`src/rtl/eebac_pkg.sv`:
```
// constants and types shared by the eeprom byte access control block
// What this block does
// - program starts only if go written while armed
// - arm bit clears itself four cycles later
// - go write without arm is ignored
// - go starts selected mode, stays set while busy
// - hardware clears go when programming time ends
// - programming start stalls processor two cycles
// - read strobe loads data register two cycles later
// - each read stalls processor four cycles
// - busy blocks reads and address changes
// - busy refuses any other eeprom operation
// - mode zero erases and writes atomically
// - mode 01 erases only, 10 writes only
// - write-only needs a previously erased byte
// - programming timed by calibrated oscillator ticks
// - programming finishes even across system reset
// - low registers allow bit set, clear, test
// - io addresses 0x00-0x3F, data space plus 0x20
// - bit set and clear touch only that bit
// - status flags clear by writing one
// - mode locked while busy, resets unless busy
// - ready interrupt while enabled and not busy
// - six-bit address, upper bits read zero
package eebac_pkg;

  // ****************************************************************
  // register map
  // ****************************************************************
  localparam logic [5:0] OFS_CTRL    = 6'h1C;
  localparam logic [5:0] OFS_DATA    = 6'h1D;
  localparam logic [5:0] OFS_ADDR    = 6'h1E;
  localparam logic [5:0] OFS_STAT    = 6'h1F;
  localparam logic [5:0] BITOP_LAST  = 6'h1F;
  localparam logic [6:0] IO_LAST     = 7'h3F;
  localparam logic [6:0] DS_OFFSET   = 7'h20;
  localparam logic [6:0] DS_LAST     = 7'h5F;

  // ****************************************************************
  // field positions and reset values
  // ****************************************************************
  localparam int CTRL_READ   = 0;
  localparam int CTRL_GO     = 1;
  localparam int CTRL_ARM    = 2;
  localparam int CTRL_IRQEN  = 3;
  localparam int CTRL_MODE   = 4;
  localparam int STAT_REFUSE = 0;
  localparam logic [5:0] ADDR_RST = 6'h00;
  localparam logic [7:0] DATA_RST = 8'h00;

  // ****************************************************************
  // timing
  // ****************************************************************
  localparam int  CLK_PERIOD_NS = 10;
  localparam int  ARM_WINDOW    = 4;
  localparam int  STALL_PROG    = 2;
  localparam int  STALL_READ    = 4;
  localparam real T_ATOMIC_MS   = 3.4;
  localparam real T_SPLIT_MS    = 1.8;
  localparam int  OSC_TICK_NS   = 1000;
  localparam int  TICK_W        = 12;
  localparam int  ATOMIC_TICKS  = int'(T_ATOMIC_MS * 1.0e6 / OSC_TICK_NS);
  localparam int  SPLIT_TICKS   = int'(T_SPLIT_MS * 1.0e6 / OSC_TICK_NS);

  // ****************************************************************
  // types
  // ****************************************************************
  typedef enum logic [1:0] {
    PM_ATOMIC = 2'h0,
    PM_ERASE  = 2'h1,
    PM_WRITE  = 2'h2,
    PM_RSVD   = 2'h3
  } eebac_mode_t;

  typedef enum logic [1:0] {
    ES_IDLE   = 2'h0,
    ES_RUN    = 2'h1,
    ES_FINISH = 2'h3
  } eebac_state_t;

endpackage

```
`src/rtl/eebac_countdown.sv`:
```
// down counter whose nonzero count marks a window of cycles
`timescale 1ns/1ns
module eebac_countdown #(
  parameter int W = 3
) (
  input  wire logic         clk,
  input  wire logic         rst,
  input  wire logic         load,
  input  wire logic [W-1:0] load_val,
  output logic              active
);
  import eebac_pkg::*;

  typedef struct packed {
    logic [W-1:0] cnt;
  } eebac_cd_t;

  eebac_cd_t s;
  eebac_cd_t next_s;

  always_comb begin
    next_s = s;
    if (load) begin
      next_s.cnt = load_val;
    end else if (s.cnt != '0) begin
      next_s.cnt = s.cnt - W'(1);
    end
  end

  always_ff @(posedge clk or posedge rst) begin
    if (rst) begin
      s <= '0;
    end else begin
      s <= next_s;
    end
  end

  assign active = (s.cnt != '0);

endmodule

```
`src/rtl/eebac_engine.sv`:
```
// programming engine: mode, busy, oscillator timing, array strobes
`timescale 1ns/1ns
module eebac_engine #(
  parameter int ATOMIC_T = eebac_pkg::ATOMIC_TICKS,
  parameter int SPLIT_T  = eebac_pkg::SPLIT_TICKS
) (
  input  wire logic              clk,
  input  wire logic              por_rst,
  input  wire logic              sys_rst,
  input  wire logic              start,
  input  wire logic              mode_wr,
  input  wire eebac_pkg::eebac_mode_t mode_wdata,
  input  wire logic [5:0]        addr_in,
  input  wire logic [7:0]        data_in,
  input  wire logic              rd_req,
  input  wire logic              osc_tick,
  output eebac_pkg::eebac_mode_t mode,
  output logic                   busy,
  output logic [5:0]             arr_addr,
  output logic [7:0]             arr_wdata,
  output logic                   arr_erase,
  output logic                   arr_write,
  output logic                   arr_rd
);
  import eebac_pkg::*;

  typedef struct packed {
    eebac_state_t      st;
    eebac_mode_t       mode;
    logic [TICK_W-1:0] ticks;
    logic [5:0]        addr;
    logic [7:0]        wdata;
    logic              erase;
    logic              write;
    logic              rd;
  } eebac_eng_t;

  eebac_eng_t s;
  eebac_eng_t next_s;

  always_comb begin
    next_s       = s;
    next_s.erase = 1'b0;
    next_s.write = 1'b0;
    next_s.rd    = 1'b0;
    case (s.st)
      ES_IDLE: begin
        if (start) begin
          next_s.addr  = addr_in;
          next_s.wdata = data_in;
          next_s.ticks = (s.mode == PM_ATOMIC) ? TICK_W'(ATOMIC_T)
                                               : TICK_W'(SPLIT_T);
          if (s.mode == PM_RSVD) begin
            next_s.st = ES_FINISH;
          end else begin
            next_s.st    = ES_RUN;
            next_s.erase = (s.mode != PM_WRITE);
            // unerased target yields lost data, software erases first
            next_s.write = (s.mode != PM_ERASE);
          end
        end else if (rd_req) begin
          next_s.addr = addr_in;
          next_s.rd   = 1'b1;
        end
        if (mode_wr && !start) begin
          next_s.mode = mode_wdata;
        end
      end
      ES_RUN: begin
        // time base is the oscillator, not the core clock
        if (osc_tick) begin
          if (s.ticks <= TICK_W'(1)) begin
            next_s.st = ES_FINISH;
          end else begin
            next_s.ticks = s.ticks - TICK_W'(1);
          end
        end
      end
      ES_FINISH: begin
        next_s.st = ES_IDLE;
      end
      default: begin
        next_s.st = ES_IDLE;
      end
    endcase
    // system reset clears the mode only when nothing is programming
    if (sys_rst && s.st == ES_IDLE) begin
      next_s.mode = PM_ATOMIC;
    end
  end

  // only power-on reset stops a running program cycle
  always_ff @(posedge clk or posedge por_rst) begin
    if (por_rst) begin
      s <= '0;
    end else begin
      s <= next_s;
    end
  end

  assign mode      = s.mode;
  assign busy      = (s.st != ES_IDLE);
  assign arr_addr  = s.addr;
  assign arr_wdata = s.wdata;
  assign arr_erase = s.erase;
  assign arr_write = s.write;
  assign arr_rd    = s.rd;
endmodule

```
`src/rtl/eebac_top.sv`:
```
// eeprom byte access control: io registers, arming, stalls, reads
`timescale 1ns/1ns
module eebac_top #(
  parameter int ATOMIC_T = eebac_pkg::ATOMIC_TICKS,
  parameter int SPLIT_T  = eebac_pkg::SPLIT_TICKS
) (
  input  wire logic       clk,
  input  wire logic       sys_rst,
  input  wire logic       por_rst,
  input  wire logic [6:0] io_addr,
  input  wire logic       io_ds,
  input  wire logic       io_wr,
  input  wire logic       io_rd,
  input  wire logic       io_sbi,
  input  wire logic       io_cbi,
  input  wire logic [2:0] io_bit_sel,
  input  wire logic [7:0] io_wdata,
  output logic [7:0]      io_rdata,
  output logic            io_bit_val,
  output logic            cpu_stall,
  input  wire logic       gie,
  output logic            ready_irq,
  input  wire logic       osc_tick,
  output logic [5:0]      arr_addr,
  output logic [7:0]      arr_wdata,
  output logic            arr_erase,
  output logic            arr_write,
  output logic            arr_rd,
  input  wire logic [7:0] arr_rdata
);
  import eebac_pkg::*;

  // ****************************************************************
  // address decode
  // ****************************************************************
  // returns {hit, io offset}; data space sits 0x20 above io space
  function automatic logic [6:0] io_decode(input logic [6:0] a,
                                           input logic       ds);
    logic [6:0] off;
    off = a - DS_OFFSET;
    if (ds) begin
      io_decode = {(a >= DS_OFFSET) && (a <= DS_LAST), off[5:0]};
    end else begin
      io_decode = {(a <= IO_LAST), a[5:0]};
    end
  endfunction

  // merges new bits into old under a write mask
  function automatic logic [7:0] merge(input logic [7:0] old,
                                       input logic [7:0] val,
                                       input logic [7:0] m);
    merge = (old & ~m) | (val & m);
  endfunction

  typedef struct packed {
    logic [5:0] addr;
    logic [7:0] data;
    logic       irq_en;
    logic       refused;
    logic       rd_pend;
    logic [7:0] rdata;
    logic       bit_val;
  } eebac_regs_t;

  eebac_regs_t s;
  eebac_regs_t next_s;

  logic [6:0]  dec;
  logic        hit;
  logic [5:0]  off;
  logic        bitop;
  logic [7:0]  wmask;
  logic [7:0]  wval;
  logic [7:0]  ctrl_m;
  logic [7:0]  data_m;
  logic [7:0]  addr_m;
  logic [7:0]  stat_m;
  logic        go_req;
  logic        rd_req;
  logic        arm_load;
  logic        arm;
  logic        busy;
  logic        start;
  logic        rd_go;
  logic        refuse_ev;
  logic        mode_wr;
  logic [7:0]  mode_merged;
  logic [7:0]  ctrl_merged;
  logic [7:0]  addr_merged;
  logic [7:0]  ctrl_view;
  logic [7:0]  rd_mux;
  eebac_mode_t mode;

  assign dec = io_decode(io_addr, io_ds);
  assign hit = dec[6];
  assign off = dec[5:0];

  // ****************************************************************
  // write strobes
  // ****************************************************************
  // a bit set or clear becomes a one-bit write mask, so the other
  // bits of the register, flags included, see no write at all
  assign bitop = (io_sbi || io_cbi) && (off <= BITOP_LAST);

  always_comb begin
    wmask = 8'h00;
    wval  = 8'h00;
    if (hit && io_wr) begin
      wmask = 8'hFF;
      wval  = io_wdata;
    end else if (hit && bitop) begin
      wmask = 8'h01 << io_bit_sel;
      wval  = io_sbi ? 8'hFF : 8'h00;
    end
  end

  assign ctrl_m = (off == OFS_CTRL) ? wmask : 8'h00;
  assign data_m = (off == OFS_DATA) ? wmask : 8'h00;
  assign addr_m = (off == OFS_ADDR) ? wmask : 8'h00;
  assign stat_m = (off == OFS_STAT) ? wmask : 8'h00;

  assign go_req   = ctrl_m[CTRL_GO] && wval[CTRL_GO];
  assign rd_req   = ctrl_m[CTRL_READ] && wval[CTRL_READ];
  assign arm_load = ctrl_m[CTRL_ARM] && wval[CTRL_ARM];

  // go without arm has no effect; go while busy starts nothing and only sets the refusal flag
  assign start = go_req && arm && !busy;
  // reads are refused while busy; a start in the same write takes precedence
  assign rd_go = rd_req && !busy && !start;

  assign refuse_ev = (busy && (go_req || rd_req || (addr_m != 8'h00)))
                  || (rd_req && start);

  assign mode_wr     = (ctrl_m[CTRL_MODE+1 -: 2] != 2'h0) && !busy;
  assign mode_merged = merge({2'h0, mode, 4'h0}, wval, ctrl_m);
  assign ctrl_merged = merge(ctrl_view, wval, ctrl_m);
  assign addr_merged = merge({2'h0, s.addr}, wval, addr_m);

  // ****************************************************************
  // arm window and stall counters
  // ****************************************************************
  eebac_countdown #(
    .W (3)
  ) u_arm (
    .clk      (clk),
    .rst      (sys_rst),
    .load     (arm_load),
    .load_val (3'(ARM_WINDOW)),
    .active   (arm)
  );

  eebac_countdown #(
    .W (3)
  ) u_stall (
    .clk      (clk),
    .rst      (sys_rst),
    .load     (start || rd_go),
    .load_val (start ? 3'(STALL_PROG) : 3'(STALL_READ)),
    .active   (cpu_stall)
  );

  // ****************************************************************
  // programming engine
  // ****************************************************************
  eebac_engine #(
    .ATOMIC_T (ATOMIC_T),
    .SPLIT_T  (SPLIT_T)
  ) u_engine (
    .clk        (clk),
    .por_rst    (por_rst),
    .sys_rst    (sys_rst),
    .start      (start),
    .mode_wr    (mode_wr),
    .mode_wdata (eebac_mode_t'(mode_merged[CTRL_MODE+1 -: 2])),
    .addr_in    (s.addr),
    .data_in    (s.data),
    .rd_req     (rd_go),
    .osc_tick   (osc_tick),
    .mode       (mode),
    .busy       (busy),
    .arr_addr   (arr_addr),
    .arr_wdata  (arr_wdata),
    .arr_erase  (arr_erase),
    .arr_write  (arr_write),
    .arr_rd     (arr_rd)
  );

  // ****************************************************************
  // register state
  // ****************************************************************
  // read strobe always reads back as zero
  assign ctrl_view = {2'h0, mode, s.irq_en, arm, busy, 1'b0};

  always_comb begin
    rd_mux = 8'h00;
    case (off)
      OFS_CTRL: rd_mux = ctrl_view;
      OFS_DATA: rd_mux = s.data;
      OFS_ADDR: rd_mux = {2'h0, s.addr};
      OFS_STAT: rd_mux = {7'h00, s.refused};
      default:  rd_mux = 8'h00;
    endcase
  end

  always_comb begin
    next_s         = s;
    next_s.rd_pend = rd_go;
    next_s.irq_en  = ctrl_merged[CTRL_IRQEN];
    next_s.data    = merge(s.data, wval, data_m);
    if (s.rd_pend) begin
      next_s.data = arr_rdata;
    end
    if (!busy) begin
      next_s.addr = addr_merged[5:0];
    end
    // a refusal in the same cycle as the clear is kept
    next_s.refused = refuse_ev ||
      (s.refused && !(stat_m[STAT_REFUSE] && wval[STAT_REFUSE]));
    if (io_rd) begin
      next_s.rdata   = hit ? rd_mux : 8'h00;
      next_s.bit_val = hit ? rd_mux[io_bit_sel] : 1'b0;
    end
  end

  always_ff @(posedge clk or posedge sys_rst) begin
    if (sys_rst) begin
      s      <= '0;
      s.addr <= ADDR_RST;
      s.data <= DATA_RST;
    end else begin
      s <= next_s;
    end
  end

  assign io_rdata   = s.rdata;
  assign io_bit_val = s.bit_val;
  assign ready_irq  = s.irq_en && gie && !busy;
endmodule

```
`config.mk`:
```
export PLATFORM = sky130hd
export DESIGN_NAME = eebac_top
export DESIGN_NICKNAME = d
export VERILOG_FILES = /design/src/rtl/eebac_pkg.sv /design/src/rtl/eebac_countdown.sv /design/src/rtl/eebac_engine.sv /design/src/rtl/eebac_top.sv
export SDC_FILE = /design/constraint.sdc
export NUM_CORES = 1
export LEC_CHECK = 0
export BUFFER_PORTS_ARGS = -buffer_cell sky130_fd_sc_hd__buf_2
export CORE_MARGIN = 4
export CORE_UTILIZATION = 40
export CTS_BUF_LIST = sky130_fd_sc_hd__clkbuf_8
export CTS_CLUSTER_SIZE = 28
export DETAILED_ROUTE_END_ITERATION = 6
export HOLD_SLACK_MARGIN = 0.12
export PLACE_DENSITY = 0.63
export SETUP_SLACK_MARGIN = 0.1
export SYNTH_ARGS = -nofsm -noshare
export SYNTH_HDL_FRONTEND = slang
export SYNTH_SLANG_ARGS = --single-unit
```
`constraint.sdc`:
```
create_clock -name clk -period 3.3 [get_ports clk]
set_clock_uncertainty 0.2 [all_clocks]
set_input_delay 0.495 -clock clk [delete_from_list [all_inputs] [get_ports clk]]
set_output_delay 0.495 -clock clk [all_outputs]
set_load 0.05 [all_outputs]
```
==> flow_summary.json <==
{
  "drt_iter0_drc": 210,
  "layout.cell_area.non_filler_mm2": 0.00448,
  "crit_chain": "or4_4 -> or4_4 -> o21ai_2 -> o21ai_4 -> a222oi_1",
  "synth-seq-cells": 65,
  "dr.pass1.iters": 5,
  "grt_max_degree": 34,
  "synthesis.nets": 444,
  "dp.final_hpwl_mm": 7.84,
  "worstSetupStartpointType": "register",
  "area.growth.synth_to_final_pct": 14.0,
  "die_footprint_mm2": 0.0115,
  "setup_viol_count_final": 0,
  "clkLatencyLatePin_ns": 0.34,
  "clock_sink_count": 65,
  "die_x_um": 107,
  "synth_largest_area_cell": "sky130_fd_sc_hd__dfrtp_1",
  "grt_first_pass_wirelength_mm": 17.5,
  "root_buffer": "sky130_fd_sc_hd__clkbuf_8",
  "cts-htree-levels": 3,
  "detail_route.drc_violations": 0,
  "routed_wl_mm": 10.4,
  "met2_usage_pct": 29.3,
  "timing.setup.critical_path_class": "register to register",
  "cts_tree": "yes",
  "asyncSetResetFlopFracSynth_pct": 100,
  "placeable_core_region_mm2": 0.00942,
  "final.min_clock_period_ns": 2.77,
  "grt.met3_usage_pct": 3.73,
  "ant_nets": 0,
  "ys_top_cells_by_count": "sky130_fd_sc_hd__dfrtp_1, sky130_fd_sc_hd__nor2_1, sky130_fd_sc_hd__nand2_1",
  "placed_cell_area_mm2": 0.00424,
  "grt_use_met1_pct": 27.8,
  "path_delay_family": "simple AND/OR/NAND/NOR gates",
  "biggest_area_contributors_in_the_synthesized_netlist": "sky130_fd_sc_hd__dfrtp_1, sky130_fd_sc_hd__mux2_2, sky130_fd_sc_hd__buf_4",
  "critical_path_arrival_ns": 2.80,
  "reported_max_cap_violation_count": 0,
  "cts.clk_slew.worst_paths_ns": 0.08,
  "final_layout_size_suffix_gt1_share_pct": 28.9,
  "max_slew.worst_pin.slew_ns": 0.823,
  "worst-path-stages": 5,
  "vdd_drop_max_v": 0.000265,
  "maxSlewHeadroom_pct": 45.0,
  "route.detailed.vias_per_inst": 5.73,
  "worstPathMaxFanout": 11,
  "cellPowerDensity_mw_per_mm2": 573,
  "p_leak_uw": 0.00204,
  "grt_antenna_before_repair": 0,
  "grt-busiest-layer": "met2",
  "postCtsResizedCells": 0,
  "gr-total-overflow": 0,
  "ys_warn_count": 0,
  "route.vias.total": 3337,
  "track_usage_pct": 19.4,
  "synth.cell_area_mm2": 0.00393,
  "reg2reg_depth": 5,
  "worst_path_max_delay_cell": "sky130_fd_sc_hd__or4_4",
  "worstHoldPathType": "input pin to register",
  "timing.critical_path.required_ns": 3.33,
  "synth_top_area_share_pct": 41.4,
  "syn_area_per_cell_um2": 9.78,
  "ioPinCount": 64,
  "avgRoutedWirePerCell_um": 17.9,
  "timing.final.crit_share_pct": 83.9,
  "hold_viol_final": 0,
  "worst_path_most_repeated_cell": "sky130_fd_sc_hd__or4_4",
  "synth_edf_count": 0,
  "run_status": "finished clean",
  "totalNegativeSetupSlack_ns": 0,
  "nets": 490,
  "gpl.final_weighted_congestion": 0.852,
  "cpPeakStageDelay_ns": 0.59,
  "max_freq_ghz": 0.361,
  "synth_ff_type": "sky130_fd_sc_hd__dfrtp_1",
  "synth_seq_area_share_pct": 41.4,
  "antennaDiodeCount": 0,
  "min_delay_path_depth": 3,
  "cts_hold_buf": 2,
  "row_count": 35,
  "clock_path_buffers": 2,
  "syn-instance-count": 402,
  "initial_utilization_pct": 41.8,
  "cts_inserted_buffers": 9,
  "postCtsSetupRepairBufs": 0,
  "portBuffers": 63,
  "synth.lib_cells_used.distinct": 64,
  "chipHeight_um": 107,
  "worstSetupEndpointType": "register",
  "first_global_vias": 3373,
  "synthMostInstantiatedCell": "sky130_fd_sc_hd__dfrtp_1",
  "slew_viol_final": 0,
  "setup_repair_after_global_routing_missed_its_margin": "no",
  "cp.buffers_inverters": 0
}
[worst min-delay path: cells and delay by family]
family | cells | cell delay [ns]
simple gates | 2 | 0.10
buf+inv | 1 | 0.08
[through the flow]
step	utilization (%)	std cells	hold WS [ns]	power, uW	worst slack [ns]
after floorplan	-	402	0.256	1610	0.498
after global placement	45.1	564	0.200	1790	0.544
after detailed placement	45.1	564	0.197	1810	0.534
after CTS	47.6	582	0.151	2580	0.532
after global routing	47.6	582	0.157	2740	0.373
final	47.6	582	0.156	2570	0.533
[kinds of logic after synthesis]
| family | synth area share [%] |
|---|---|
| XOR/XNOR | 2.00 |
| AND/OR/NAND/NOR | 20.6 |
| flip-flops | 41.4 |
| buffers and inverters | 7.92 |
| adder cells (fa/ha/maj) | 1.91 |
| multiplexers | 7.19 |
| AO/OA/AOI/OAI | 19.0 |
[layout by cell type (no fill, tap or decap), types with 6 or more instances in the layout]
cell and count:
sky130_fd_sc_hd__o21ai_0 12, sky130_fd_sc_hd__buf_4 12, sky130_fd_sc_hd__nor3_1 15, sky130_fd_sc_hd__or3_1 8
sky130_fd_sc_hd__nand3_1 11, sky130_fd_sc_hd__a21oi_1 8, sky130_fd_sc_hd__a32o_1 9, sky130_fd_sc_hd__buf_2 63
sky130_fd_sc_hd__clkbuf_8 10, sky130_fd_sc_hd__dfrtp_1 65, sky130_fd_sc_hd__inv_1 13, sky130_fd_sc_hd__mux2i_1 8
sky130_fd_sc_hd__ha_1 6, sky130_fd_sc_hd__nor2_1 28, sky130_fd_sc_hd__o31ai_1 8, sky130_fd_sc_hd__xor2_1 7
sky130_fd_sc_hd__nand2b_1 7, sky130_fd_sc_hd__nand2_1 27, sky130_fd_sc_hd__nor2b_1 17, sky130_fd_sc_hd__mux2_2 18
[area by class of cell]
class                   instances  area, um2
clock buffers                  10        138
clock inverters                 6       82.6
fillers                       929       4930
inverters                      13       48.8
multi-input cells             282       2000
flip-flops and latches         65       1630
well taps                     129        161
repair buffers                 77        425
[power breakdown]
| group | total (uW) | switching (uW) | internal, uW |
|---|---|---|---|
| clock | 766 | 324 | 442 |
| sequential | 1070 | 141 | 929 |
| combinational | 735 | 430 | 305 |
| total | 2570 | 896 | 1680 |
[per-layer routing]
layer  share of wire [%]  vias to the layer above
li1                    -                     1568
met1                  45                     1626
met2                  45                      125
met3                 7.2                       18
met4                 2.1                        0
met5                   0                        -
[worst paths after layout]
path,slack (ns),start,end
hold / removal,0.16,arr_rdata[2],register
max in group asynchronous,1.88,sys_rst,u_arm.s[2]
setup / recovery,0.53,u_engine.s[21],u_engine.s[23]
hold reg to reg,0.30,io_rdata[5],io_rdata[5]
setup reg to reg,0.53,u_engine.s[21],u_engine.s[23]
min in group asynchronous,0.40,sys_rst,u_stall.s[2]
(Power assumes the default switching activity.)
